--- src/verilog/crf_pkg.sv ---
/*
 * Constants and carrier types for the CPU control register file.
 * Assumes a single 25 MHz CPU clock domain; all users import crf_pkg::*.
 */
package crf_pkg;

    // Control addresses decoded by the control-move path
    localparam logic [4:0]  CRF_A_AMR  = 5'h00;
    localparam logic [4:0]  CRF_A_CSR  = 5'h01;
    localparam logic [4:0]  CRF_A_FLG  = 5'h02;
    localparam logic [4:0]  CRF_A_CLR  = 5'h03;
    localparam logic [4:0]  CRF_A_IEN  = 5'h04;
    localparam logic [4:0]  CRF_A_VTB  = 5'h05;
    localparam logic [4:0]  CRF_A_IRA  = 5'h06;
    localparam logic [4:0]  CRF_A_NRA  = 5'h07;
    localparam logic [4:0]  CRF_A_PCE  = 5'h10;

    // Addressing-mode register layout
    localparam int          CRF_PTRS     = 8;
    localparam int          CRF_MODE_W   = 2;
    localparam int          CRF_BK_W     = 5;
    localparam int          CRF_BK0_LSB  = 16;
    localparam int          CRF_BK1_LSB  = 21;
    localparam logic [31:0] CRF_AMR_WMSK = 32'h03FF_FFFF;
    localparam logic [31:0] CRF_AMR_RST  = 32'h0000_0000;
    localparam logic [1:0]  CRF_MODE_LIN = 2'h0;
    localparam logic [1:0]  CRF_MODE_C0  = 2'h1;
    localparam logic [1:0]  CRF_MODE_C1  = 2'h2;
    localparam logic [4:0]  CRF_BK_LIN   = 5'h1F;

    // Control status register layout
    localparam int          CRF_GIE      = 0;
    localparam int          CRF_PGIE     = 1;
    localparam int          CRF_EN       = 8;
    localparam int          CRF_SAT      = 9;
    localparam logic [31:0] CRF_CSR_WMSK = 32'h0000_FCFF;
    localparam logic [31:0] CRF_CSR_RST  = 32'h0000_0000;

    // Interrupt flag and enable layout
    localparam logic [31:0] CRF_IRQ_MSK  = 32'h0000_FFF0;
    localparam logic [31:0] CRF_IEN_WMSK = 32'h0000_FFF2;
    localparam logic [31:0] CRF_IEN_ONE  = 32'h0000_0001;
    localparam int          CRF_NONMASKABLE_IRQ_ENABLE     = 1;
    localparam logic [31:0] CRF_ZERO     = 32'h0000_0000;
    localparam logic [31:0] CRF_ONE      = 32'h0000_0001;
    localparam logic [5:0]  CRF_BK_ADD1  = 6'h01;

    typedef struct packed {
        logic        valid;
        logic        wr;
        logic [4:0]  addr;
        logic [31:0] data;
    } crf_mv_req_t;

    typedef struct packed {
        logic       circ;
        logic [5:0] size_log2;
    } crf_ptr_cfg_t;

endpackage

--- src/verilog/crf_top.sv ---
/*
 * CPU control register file: the registers reached by the control-move
 * instruction on the side-B shift unit, with their side effects.
 * Assumes the pipeline drives one control-move request per cycle in the
 * first execute phase and signals interrupt entry, returns and saturation.
 */
`timescale 1ns/1ps
module crf_top
    import crf_pkg::*;
#(
    parameter logic [7:0] CPU_ID = 8'h5A,  // Arbitrary value
    parameter logic [7:0] REV_ID = 8'h01,  // Arbitrary value
    parameter logic       ENDIAN = 1'b0    // Arbitrary value
) (
    input  wire logic         i_sys_clk,   // CPU clock, 25 MHz
    input  wire logic         i_rst_b,     // Async reset, active low
    input  wire logic         i_ce,        // Clock enable, freezes state
    input  wire crf_mv_req_t  i_mv,        // Control-move request
    output logic [31:0]       o_mv_rdata,  // Read data, next cycle
    output logic              o_mv_rvalid, // Read data valid pulse
    input  wire logic [31:0]  i_irq_pin,   // Maskable irq events
    input  wire logic         i_irq_take,  // Irq processing begins
    input  wire logic [4:0]   i_irq_num,   // Irq being taken
    input  wire logic         i_ret_irq,   // Return-from-irq branch
    input  wire logic         i_ret_nmi,   // Return-from-nmi branch
    input  wire logic         i_sat_wr,    // Saturated result written
    input  wire logic [31:0]  i_pc_e1,     // Execute-phase PC
    output logic              o_gie,       // Global irq enable
    output logic              o_nonmaskable_irq_enable,      // Nonmaskable irq enable
    output logic [31:0]       o_ifr,       // Pending flags
    output logic [31:0]       o_irq_req,   // Pending and enabled
    output logic [31:0]       o_vtb,       // Vector table base
    output logic [31:0]       o_ira,       // Irq return address
    output logic [31:0]       o_nra,       // Nmi return address
    output crf_ptr_cfg_t      o_ptr [CRF_PTRS] // Pointer modes A4..B7
);

    logic [31:0] amr_r;
    logic [31:0] csr_r;
    logic [31:0] ien_r;
    logic [31:0] vtb_r;
    logic [31:0] ira_r;
    logic [31:0] nra_r;
    logic [31:0] ifr_r;
    logic [31:0] set_pend_r;
    logic [31:0] clr_pend_r;
    logic        sat_dly_r;
    logic [31:0] rdata_r;
    logic        rvalid_r;

    // Decode: writes to read-only addresses match nothing
    wire         w_wr      = i_mv.valid & i_mv.wr;
    wire         w_rd      = i_mv.valid & ~i_mv.wr;
    wire         w_amr_wr  = w_wr & (i_mv.addr == CRF_A_AMR);
    wire         w_csr_wr  = w_wr & (i_mv.addr == CRF_A_CSR);
    wire         w_set_wr  = w_wr & (i_mv.addr == CRF_A_FLG);
    wire         w_clr_wr  = w_wr & (i_mv.addr == CRF_A_CLR);
    wire         w_ien_wr  = w_wr & (i_mv.addr == CRF_A_IEN);
    wire         w_vtb_wr  = w_wr & (i_mv.addr == CRF_A_VTB);
    wire         w_ira_wr  = w_wr & (i_mv.addr == CRF_A_IRA);
    wire         w_nra_wr  = w_wr & (i_mv.addr == CRF_A_NRA);

    wire  [31:0] w_csr_rd  = {CPU_ID, REV_ID, csr_r[15:CRF_SAT], ENDIAN,
                              csr_r[CRF_EN-1:0]};
    wire  [31:0] w_ien_rd  = ien_r | CRF_IEN_ONE;

    // Read mux; write-only and unmapped addresses return zero
    wire  [31:0] w_rd_val  =
        (i_mv.addr == CRF_A_AMR) ? amr_r    :
        (i_mv.addr == CRF_A_CSR) ? w_csr_rd :
        (i_mv.addr == CRF_A_FLG) ? ifr_r    :
        (i_mv.addr == CRF_A_IEN) ? w_ien_rd :
        (i_mv.addr == CRF_A_VTB) ? vtb_r    :
        (i_mv.addr == CRF_A_IRA) ? ira_r    :
        (i_mv.addr == CRF_A_NRA) ? nra_r    :
        (i_mv.addr == CRF_A_PCE) ? i_pc_e1  :
        CRF_ZERO;

    // Pending flags: pins beat everything, set beats clear
    wire  [31:0] w_take    = i_irq_take ? (CRF_ONE << i_irq_num) : CRF_ZERO;
    wire  [31:0] w_pins    = i_irq_pin & CRF_IRQ_MSK;
    wire  [31:0] w_clr_eff = clr_pend_r & ~set_pend_r;
    wire  [31:0] ifr_nxt   = ((((ifr_r | set_pend_r) & ~w_clr_eff)
                             & ~w_take) | w_pins) & CRF_IRQ_MSK;

    // Global enable and its saved copy
    wire         gie_nxt   = i_irq_take ? 1'b0 :
                             i_ret_irq  ? csr_r[CRF_PGIE] :
                             w_csr_wr   ? i_mv.data[CRF_GIE] :
                             csr_r[CRF_GIE];
    wire         pgie_nxt  = i_irq_take ? csr_r[CRF_GIE] :
                             w_csr_wr   ? i_mv.data[CRF_PGIE] :
                             csr_r[CRF_PGIE];
    // Clipped flag: a late set still wins over a same-cycle clear
    wire         sat_nxt   = sat_dly_r |
                             (csr_r[CRF_SAT] &
                              (~w_csr_wr | i_mv.data[CRF_SAT]));
    wire  [31:0] w_csr_fld = w_csr_wr ? (i_mv.data & CRF_CSR_WMSK)
                                      : (csr_r & CRF_CSR_WMSK);
    wire  [31:0] csr_nxt   = {w_csr_fld[31:CRF_SAT+1], sat_nxt,
                              w_csr_fld[CRF_SAT-1:CRF_PGIE+1],
                              pgie_nxt, gie_nxt};

    wire         nonmaskable_irq_enable_nxt  = i_ret_nmi ? 1'b1 :
                             w_ien_wr  ? i_mv.data[CRF_NONMASKABLE_IRQ_ENABLE] :
                             ien_r[CRF_NONMASKABLE_IRQ_ENABLE];
    wire  [31:0] w_ien_fld = w_ien_wr ? (i_mv.data & CRF_IEN_WMSK)
                                      : ien_r;
    wire  [31:0] ien_nxt   = {w_ien_fld[31:CRF_NONMASKABLE_IRQ_ENABLE+1], nonmaskable_irq_enable_nxt,
                              1'b0};

    // Single-cycle access in the first execute phase
    always_ff @(posedge i_sys_clk or negedge i_rst_b) begin
        if (!i_rst_b) begin
            amr_r      <= CRF_AMR_RST;
            csr_r      <= CRF_CSR_RST;
            ien_r      <= CRF_ZERO;
            vtb_r      <= CRF_ZERO;
            ira_r      <= CRF_ZERO;
            nra_r      <= CRF_ZERO;
            ifr_r      <= CRF_ZERO;
            set_pend_r <= CRF_ZERO;
            clr_pend_r <= CRF_ZERO;
            sat_dly_r  <= 1'b0;
            rdata_r    <= CRF_ZERO;
            rvalid_r   <= 1'b0;
        end else if (i_ce) begin
            if (w_amr_wr) begin
                amr_r <= i_mv.data & CRF_AMR_WMSK;
            end
            if (w_vtb_wr) begin
                vtb_r <= i_mv.data;
            end
            if (w_ira_wr) begin
                ira_r <= i_mv.data;
            end
            if (w_nra_wr) begin
                nra_r <= i_mv.data;
            end
            csr_r      <= csr_nxt;
            ien_r      <= ien_nxt;
            ifr_r      <= ifr_nxt;
            // Staged so the flags move one clock after the write
            set_pend_r <= w_set_wr ? (i_mv.data & CRF_IRQ_MSK) : CRF_ZERO;
            clr_pend_r <= w_clr_wr ? (i_mv.data & CRF_IRQ_MSK) : CRF_ZERO;
            // Caller pulses at the result write, E2 end for multiply
            sat_dly_r  <= i_sat_wr;
            rvalid_r   <= w_rd;
            if (w_rd) begin
                rdata_r <= w_rd_val;
            end
        end
    end

    assign o_mv_rdata  = rdata_r;
    assign o_mv_rvalid = rvalid_r;
    assign o_gie       = csr_r[CRF_GIE];
    assign o_nonmaskable_irq_enable      = ien_r[CRF_NONMASKABLE_IRQ_ENABLE];
    assign o_ifr       = ifr_r;
    assign o_irq_req   = ifr_r & ien_r & CRF_IRQ_MSK;
    assign o_vtb       = vtb_r;
    assign o_ira       = ira_r;
    assign o_nra       = nra_r;

    // Pointer decode, index 0..3 = A4..A7, 4..7 = B4..B7
    wire [CRF_BK_W-1:0] w_bk0 = amr_r[CRF_BK0_LSB +: CRF_BK_W];
    wire [CRF_BK_W-1:0] w_bk1 = amr_r[CRF_BK1_LSB +: CRF_BK_W];

    genvar gi;
    generate
        for (gi = 0; gi < CRF_PTRS; gi++) begin : g_ptr
            wire [1:0] w_mode = amr_r[gi*CRF_MODE_W +: CRF_MODE_W];
            wire [4:0] w_bk   = (w_mode == CRF_MODE_C1) ? w_bk1 : w_bk0;
            // Reserved code 3 falls back to linear
            wire       w_circ = ((w_mode == CRF_MODE_C0) ||
                                 (w_mode == CRF_MODE_C1)) &&
                                (w_bk != CRF_BK_LIN);
            assign o_ptr[gi].circ      = w_circ;
            assign o_ptr[gi].size_log2 = {1'b0, w_bk} + CRF_BK_ADD1;

            a_bk_all_ones: assert property (@(posedge i_sys_clk)
                disable iff (!i_rst_b)
                (w_bk == CRF_BK_LIN) |-> !o_ptr[gi].circ)
                else $error("circular mode active with all-ones block size");

            // Reserved code must never open a circular window
            a_mode_reserved: assert property (@(posedge i_sys_clk)
                disable iff (!i_rst_b)
                (w_mode == ~CRF_MODE_LIN) |-> !o_ptr[gi].circ)
                else $error("reserved mode code selected circular addressing");
        end
    endgenerate

    a_amr_reserved: assert property (@(posedge i_sys_clk)
        disable iff (!i_rst_b)
        amr_r[31:26] == 6'h00)
        else $error("addressing-mode reserved bits not zero");

    a_amr_readback: assert property (@(posedge i_sys_clk)
        disable iff (!i_rst_b)
        (i_ce && w_rd && i_mv.addr == CRF_A_AMR)
            |=> o_mv_rvalid && o_mv_rdata == $past(amr_r))
        else $error("addressing-mode read returned wrong data");

    a_flag_set_late: assert property (@(posedge i_sys_clk)
        disable iff (!i_rst_b)
        (i_ce && w_set_wr) ##1 i_ce
            |=> (ifr_r & $past(i_mv.data, 2) & CRF_IRQ_MSK)
                == ($past(i_mv.data, 2) & CRF_IRQ_MSK))
        else $error("flag-set write not applied one clock later");

    a_flag_clr_late: assert property (@(posedge i_sys_clk)
        disable iff (!i_rst_b)
        (i_ce && w_clr_wr && i_irq_pin == CRF_ZERO && set_pend_r == CRF_ZERO)
            ##1 (i_ce && i_irq_pin == CRF_ZERO && set_pend_r == CRF_ZERO)
            |=> (ifr_r & $past(i_mv.data, 2) & CRF_IRQ_MSK) == CRF_ZERO)
        else $error("flag-clear write not applied one clock later");

    a_pin_sets_flag: assert property (@(posedge i_sys_clk)
        disable iff (!i_rst_b)
        i_ce |=> (ifr_r & $past(w_pins)) == $past(w_pins))
        else $error("interrupt pin event lost");

    a_entry_gie: assert property (@(posedge i_sys_clk)
        disable iff (!i_rst_b)
        (i_ce && i_irq_take)
            |=> !o_gie && csr_r[CRF_PGIE] == $past(csr_r[CRF_GIE]))
        else $error("interrupt entry did not save and clear global enable");

    a_ret_gie: assert property (@(posedge i_sys_clk)
        disable iff (!i_rst_b)
        (i_ce && i_ret_irq && !i_irq_take)
            |=> o_gie == $past(csr_r[CRF_PGIE]))
        else $error("irq return did not restore global enable");

    a_ret_nonmaskable_irq_enable: assert property (@(posedge i_sys_clk)
        disable iff (!i_rst_b)
        (i_ce && i_ret_nmi) |=> o_nonmaskable_irq_enable)
        else $error("nmi return did not set nonmaskable enable");

    a_sat_timing: assert property (@(posedge i_sys_clk)
        disable iff (!i_rst_b)
        (i_ce && i_sat_wr && !sat_dly_r && !csr_r[CRF_SAT])
            |=> !csr_r[CRF_SAT] ##1 (!i_ce || csr_r[CRF_SAT]))
        else $error("clipped flag not set exactly one cycle after result");

    a_pc_read_only: assert property (@(posedge i_sys_clk)
        disable iff (!i_rst_b)
        (i_ce && w_wr && (i_mv.addr == CRF_A_PCE || i_mv.addr == CRF_A_FLG))
            |=> $stable(amr_r) && $stable(vtb_r) && $stable(nra_r))
        else $error("write to non-storing address changed a register");

    // Read path: one pulse per taken read, data of the named register
    a_rd_pulse: assert property (@(posedge i_sys_clk)
        disable iff (!i_rst_b)
        i_ce
            |=> o_mv_rvalid == $past(w_rd))
        else $error("read valid pulse does not follow the move");

    a_flag_read: assert property (@(posedge i_sys_clk)
        disable iff (!i_rst_b)
        (i_ce && w_rd && i_mv.addr == CRF_A_FLG)
            |=> o_mv_rdata == $past(ifr_r))
        else $error("pending flag read returned wrong data");

    a_ien_read: assert property (@(posedge i_sys_clk)
        disable iff (!i_rst_b)
        (i_ce && w_rd && i_mv.addr == CRF_A_IEN)
            |=> o_mv_rdata == ($past(ien_r) | CRF_IEN_ONE))
        else $error("interrupt enable read returned wrong data");

    a_csr_read: assert property (@(posedge i_sys_clk)
        disable iff (!i_rst_b)
        (i_ce && w_rd && i_mv.addr == CRF_A_CSR)
            |=> o_mv_rdata[CRF_EN] == ENDIAN && o_mv_rdata[CRF_SAT] == $past(csr_r[CRF_SAT]))
        else $error("control status read returned wrong data");

    a_pc_read: assert property (@(posedge i_sys_clk)
        disable iff (!i_rst_b)
        (i_ce && w_rd && i_mv.addr == CRF_A_PCE)
            |=> o_mv_rdata == $past(i_pc_e1))
        else $error("execute-phase pc read returned wrong data");

    // Write-only address reads as zero rather than leaking a register
    a_wo_read_zero: assert property (@(posedge i_sys_clk)
        disable iff (!i_rst_b)
        (i_ce && w_rd && i_mv.addr == CRF_A_CLR)
            |=> o_mv_rdata == CRF_ZERO)
        else $error("flag-clear read returned nonzero data");

    a_vtb_write: assert property (@(posedge i_sys_clk)
        disable iff (!i_rst_b)
        (i_ce && w_vtb_wr)
            |=> o_vtb == $past(i_mv.data))
        else $error("vector base write not stored");

    a_ira_write: assert property (@(posedge i_sys_clk)
        disable iff (!i_rst_b)
        (i_ce && w_ira_wr)
            |=> o_ira == $past(i_mv.data))
        else $error("irq return address write not stored");

    a_nra_write: assert property (@(posedge i_sys_clk)
        disable iff (!i_rst_b)
        (i_ce && w_nra_wr)
            |=> o_nra == $past(i_mv.data))
        else $error("nmi return address write not stored");

    a_set_over_clr: assert property (@(posedge i_sys_clk)
        disable iff (!i_rst_b)
        (i_ce && !i_irq_take && (set_pend_r & clr_pend_r) != CRF_ZERO)
            |=> (ifr_r & $past(set_pend_r & clr_pend_r)) == $past(set_pend_r & clr_pend_r))
        else $error("same-cycle clear beat a flag set");

    // No flag may rise without a set write or a pin event behind it
    a_flag_cause: assert property (@(posedge i_sys_clk)
        disable iff (!i_rst_b)
        (i_ce && set_pend_r == CRF_ZERO && w_pins == CRF_ZERO)
            |=> (ifr_r & ~$past(ifr_r)) == CRF_ZERO)
        else $error("pending flag rose without a cause");

    a_take_clears: assert property (@(posedge i_sys_clk)
        disable iff (!i_rst_b)
        (i_ce && i_irq_take)
            |=> (ifr_r & $past(w_take & ~w_pins)) == CRF_ZERO)
        else $error("interrupt entry left its flag pending");

    a_gie_write: assert property (@(posedge i_sys_clk)
        disable iff (!i_rst_b)
        (i_ce && w_csr_wr && !i_irq_take && !i_ret_irq)
            |=> o_gie == $past(i_mv.data[CRF_GIE]))
        else $error("global enable write not stored");

    a_nonmaskable_irq_enable_write: assert property (@(posedge i_sys_clk)
        disable iff (!i_rst_b)
        (i_ce && w_ien_wr && !i_ret_nmi)
            |=> o_nonmaskable_irq_enable == $past(i_mv.data[CRF_NONMASKABLE_IRQ_ENABLE]))
        else $error("nonmaskable enable write not stored");

    a_sat_clear: assert property (@(posedge i_sys_clk)
        disable iff (!i_rst_b)
        (i_ce && w_csr_wr && !i_mv.data[CRF_SAT] && !sat_dly_r)
            |=> !csr_r[CRF_SAT])
        else $error("clipped flag not cleared by a zero write");

    a_ce_freeze: assert property (@(posedge i_sys_clk)
        disable iff (!i_rst_b)
        !i_ce
            |=> $stable(amr_r) && $stable(csr_r) && $stable(ifr_r) && $stable(ien_r) && $stable(o_mv_rvalid))
        else $error("state moved while clock enable was low");

endmodule

--- config.mk ---
export PLATFORM = sky130hd
export DESIGN_NAME = crf_top
export DESIGN_NICKNAME = d
export VERILOG_FILES = /design/src/verilog/crf_pkg.sv /design/src/verilog/crf_top.sv
export SDC_FILE = /design/constraint.sdc
export NUM_CORES = 1
export LEC_CHECK = 0
export BUFFER_PORTS_ARGS = -buffer_cell sky130_fd_sc_hd__buf_4
export CORE_MARGIN = 2
export CORE_UTILIZATION = 53
export CTS_CLUSTER_SIZE = 10
export DETAILED_ROUTE_END_ITERATION = 12
export PLACE_DENSITY = 0.93
export SETUP_SLACK_MARGIN = 0.05
export SYNTH_ARGS = -nofsm -noshare
export SYNTH_HDL_FRONTEND = slang
export SYNTH_SLANG_ARGS = --single-unit
--- constraint.sdc ---
create_clock -name i_sys_clk -period 2.25 [get_ports i_sys_clk]
set_input_delay 0.1125 -clock i_sys_clk [delete_from_list [all_inputs] [get_ports i_sys_clk]]
set_output_delay 0.1125 -clock i_sys_clk [all_outputs]
set_load 0.05 [all_outputs]
==> out/qor.txt <==
Detailed Route Iter0 Violations = 1145
Max-capacitance violation count = 0
Port Buffers = 305
Peak supply drop = 0.587 mV
Total I/O pin count = 366
Antenna diode instance count = 0
Proportion of power drawn by the clock network = 30.1%
DP Wirelength = 30000 um
Source-to-sink clock delay at the later pin of the worst-skew pair = 520 ps
Worst reg2reg path endpoint = o_mv_rdata[1]
Buffer cell driving the clock tree root = sky130_fd_sc_hd__clkbuf_16
Clock edge transition at the registers on the reported setup and hold paths = 60 ps
TritonCTS clock tree = done
Total net switching power = 4.53 mW
Placer Congestion = 0.903
Endpoints failing hold = 0
Number of warnings printed during yosys synthesis = 0
Number of design rule violations left after detail routing = 0
Placed cells = 1755
Slack of the critical path = -267 ps
Yosys reg bits = 220
Remaining max-slew budget at the tightest pin = 51.1%
Area of the mapped netlist = 12400 sq um
Post-synthesis sequential area ratio = 44.2%
Die X-Extent = 157 um
Initial DRT Pass Iterations = 8
Routed length per instance = 25.0 um
Final std cells w/o fill = 1900
Post-Route WL = 47600 um
Slew of the pin with the lowest slew margin = 733 ps
Failing checks = negative setup slack
Vias per cell = 6.32
Worst min path class = input pin to flop
Capturing element type of the critical path = primary output
Setup slack of the most critical reg-to-reg path = 690 ps
Worst reg2reg path depth = 4
Largest net degree at the start of global routing = 82
Tightest hold margin = 7.28 ps
Maximum fanout encountered on the critical timing path = 3
TritonCTS Buffers = 26
Core area = 23300 sq um
Number of H-tree branching levels = 1
Setup repair after global routing missed its margin = yes
Number of distinct library cells after synthesis = 67
Area leader, netlist = sky130_fd_sc_hd__dfrtp_1
Net switching fraction of the power = 36.2%
Arrival time of data at the critical path endpoint = 2400 ps
Initial core utilization = 53.5%
Number of global-route vias before repair = 12.1k
Final Setup Violations = 38
Most instantiated library cell after synthesis = sky130_fd_sc_hd__dfrtp_1
Final period util = 112%
Antenna-violating nets left = 0
Number of flops mapped to enable cells by yosys = 0
Synth area leaders = sky130_fd_sc_hd__dfrtp_1, sky130_fd_sc_hd__mux2_2, sky130_fd_sc_hd__buf_4
Startpoint of the worst setup timing path = amr_r[2]
Run status = complete, but fails checks
Placed Area = 15500 sq um
Startpoint type of the worst setup path = flop
Floorplan row count = 56
Async set or reset register ratio after synthesis = 100%
Most frequently used flop master after synthesis = sky130_fd_sc_hd__dfrtp_1
Share of total power in sequential cells = 36.8%
Max frequency = 397 MHz
Gr usage total = 36.6%
Buffer levels on the longest clock path = 3
Clock sink count = 220
Type of the worst setup path = flop to primary output
Worst clock skew = 5.98 ps
Avg Cell Area, Syn = 10.5 sq um
R2r startpoint = csr_r[1]
Post-synth top area share = 44.2%
Die Area = 24700 sq um
Number of cells produced by synthesis = 1186
Layout Cell Area excl Fill = 18000 sq um
Wire length of the first global-routing pass = 69500 um
Final setup TNS = -4690 ps
Overall power after layout = 12.5 mW
Area Overhead vs Synth = 44.6%
Standby leakage power = 8.58 nW
Design internal power = 7.99 mW
Logic gate share of total power = 33.1%
Chip height = 157 um
Overflow left after global routing = 0
Fraction of final layout cells with drive strength greater than 1 = 46.5%
Synth top cells by count = sky130_fd_sc_hd__dfrtp_1, sky130_fd_sc_hd__mux2_2, sky130_fd_sc_hd__a21oi_1, sky130_fd_sc_hd__clkbuf_1, sky130_fd_sc_hd__inv_1
Number of antenna violations at the first check in global routing = 0
Fin nets = 1713
Slew Limit Fails = 0
CP required = 2140 ps
Pwr/cell area = 696 nW/um^2
Minimum clock period = 2520 ps
Worst setup endpoint = o_ptr[46]
Number of vias in the routed layout = 12.0k
-- worst min-delay path by stage --
stage	cells after the start	startpoint	slack, ps	end
after CTS	4	i_pc_e1[2]	0.3	o_mv_rdata[2]
after global placement	1	i_rst_b	150	set_pend_r[7]
after detailed placement	1	i_rst_b	150	set_pend_r[6]
final	4	i_pc_e1[2]	7	o_mv_rdata[2]
after global routing	4	i_pc_e1[17]	8	o_mv_rdata[17]
after floorplan	0	i_rst_b	-180	amr_r[0]
-- cells by family after synthesis --
family | count (synthesis) | synth area share, %
and+or+nand+nor | 260 | 11.4
buffers and inverters | 202 | 7.94
other | 1 | 0.0301
adders and majority gates | 24 | 2.41
muxes | 191 | 16.9
AOI/OAI and AO/OA | 272 | 15.9
DFF | 220 | 44.2
xor gates and xnor gates | 16 | 1.13
-- per-layer routing --
metal | routed length [um] | track usage, % | up-vias | share of wire, %
met5 | 0 | 0 | - | 0
met3 | 4840 | 8.67 | 247 | 10
met2 | 22800 | 59.8 | 890 | 48
met4 | 3060 | 21.4 | 0 | 6.4
li1 | - | - | 4938 | -
met1 | 16900 | 44.2 | 5931 | 35
-- state kept, by name, indices dropped and copies added, names as in the netlist --
name / cells
clr_pend_r: 12
csr_r: 15
o_ira: 32
o_mv_rdata: 32
set_pend_r: 12
sat_dly_r: 1
o_mv_rvalid: 1
o_nra: 32
o_ifr: 12
ien_r: 13
o_vtb: 32
amr_r: 26
-- layout make-up --
type,instances,area [sq um]
timing repair buffer,466,4040
inverter,57,216
multi-input combinational,803,7100
clock buffer,35,726
sequential,220,5520
fill,1328,5270
tap,319,399
-- metrics by stage --
step | setup slack, ps | util [%]
finish | -267 | 77.3
global route | -477 | 77.3
CTS | -178 | 75.8
detailed placement | 97.3 | 66.5
global placement | 150 | 66.5
floorplan | 50.3 | -
-- power by group through the flow --
stage | Combinational (mW) | Clock, mW | Sequential [mW]
2_1_floorplan | 1.72 | 0 | 5.33
3_3_place_gp | 3.48 | 0 | 4.60
3_5_place_dp | 3.54 | 0 | 4.62
4_1_cts | 3.91 | 3.76 | 4.57
5_1_grt | 4.28 | 3.95 | 4.64
6_report | 4.14 | 3.77 | 4.61
-- what timing repair did --
| action | CTS | global route |
|---|---|---|
| resized for setup | 140 | 61 |
| pin swaps | 42 | 14 |
| setup buffers | 40 | 13 |
| hold buffers | 57 | 0 |
| endpoints found under the setup margin | 48 | 46 |
| endpoints found under the hold margin | 268 | 0 |
-- layout by cell type, fill, tap and decap left out, types with 7 or more instances in the layout --
master / Yosys / final
sky130_fd_sc_hd__inv_2: 1 / 21
sky130_fd_sc_hd__buf_12: 0 / 9
sky130_fd_sc_hd__nand2b_1: 18 / 18
sky130_fd_sc_hd__a221oi_1: 7 / 7
sky130_fd_sc_hd__nand3_1: 22 / 22
sky130_fd_sc_hd__or3_4: 0 / 7
sky130_fd_sc_hd__buf_6: 0 / 49
sky130_fd_sc_hd__and2_4: 0 / 8
sky130_fd_sc_hd__o22ai_1: 22 / 22
sky130_fd_sc_hd__o41ai_2: 9 / 9
sky130_fd_sc_hd__and2_1: 22 / 13
sky130_fd_sc_hd__nor2_1: 53 / 42
sky130_fd_sc_hd__nor2b_1: 15 / 15
sky130_fd_sc_hd__inv_1: 56 / 35
sky130_fd_sc_hd__ha_4: 0 / 23
sky130_fd_sc_hd__mux2_1: 22 / 22
sky130_fd_sc_hd__a22o_1: 35 / 35
sky130_fd_sc_hd__dfrtp_1: 220 / 214
sky130_fd_sc_hd__o211ai_1: 15 / 15
sky130_fd_sc_hd__nor3b_4: 0 / 7
sky130_fd_sc_hd__conb_1: 1 / 40
sky130_fd_sc_hd__nor3b_1: 20 / 12
sky130_fd_sc_hd__o21ai_0: 41 / 40
sky130_fd_sc_hd__nor2_4: 0 / 11
sky130_fd_sc_hd__buf_4: 51 / 338
sky130_fd_sc_hd__dlygate4sd3_1: 0 / 57
sky130_fd_sc_hd__nand2_1: 53 / 52
sky130_fd_sc_hd__or3_1: 27 / 20
sky130_fd_sc_hd__a21oi_1: 69 / 69
sky130_fd_sc_hd__buf_8: 0 / 13
sky130_fd_sc_hd__mux2i_1: 36 / 8
sky130_fd_sc_hd__a32o_1: 20 / 20
sky130_fd_sc_hd__mux2i_4: 0 / 20
sky130_fd_sc_hd__mux2i_2: 0 / 8
sky130_fd_sc_hd__a21o_1: 17 / 17
sky130_fd_sc_hd__mux2_2: 133 / 131
sky130_fd_sc_hd__clkbuf_16: 0 / 27
-- critical path: stages (launching register included) --
cell	delay (ps)
sky130_fd_sc_hd__dfrtp_1	390
sky130_fd_sc_hd__inv_2	90
sky130_fd_sc_hd__ha_4	200
sky130_fd_sc_hd__mux2i_4	280
sky130_fd_sc_hd__inv_2	140
sky130_fd_sc_hd__ha_4	210
sky130_fd_sc_hd__and2_4	150
sky130_fd_sc_hd__ha_4	280
sky130_fd_sc_hd__buf_8	140
Note: power is estimated with default switching activity, not from simulation.
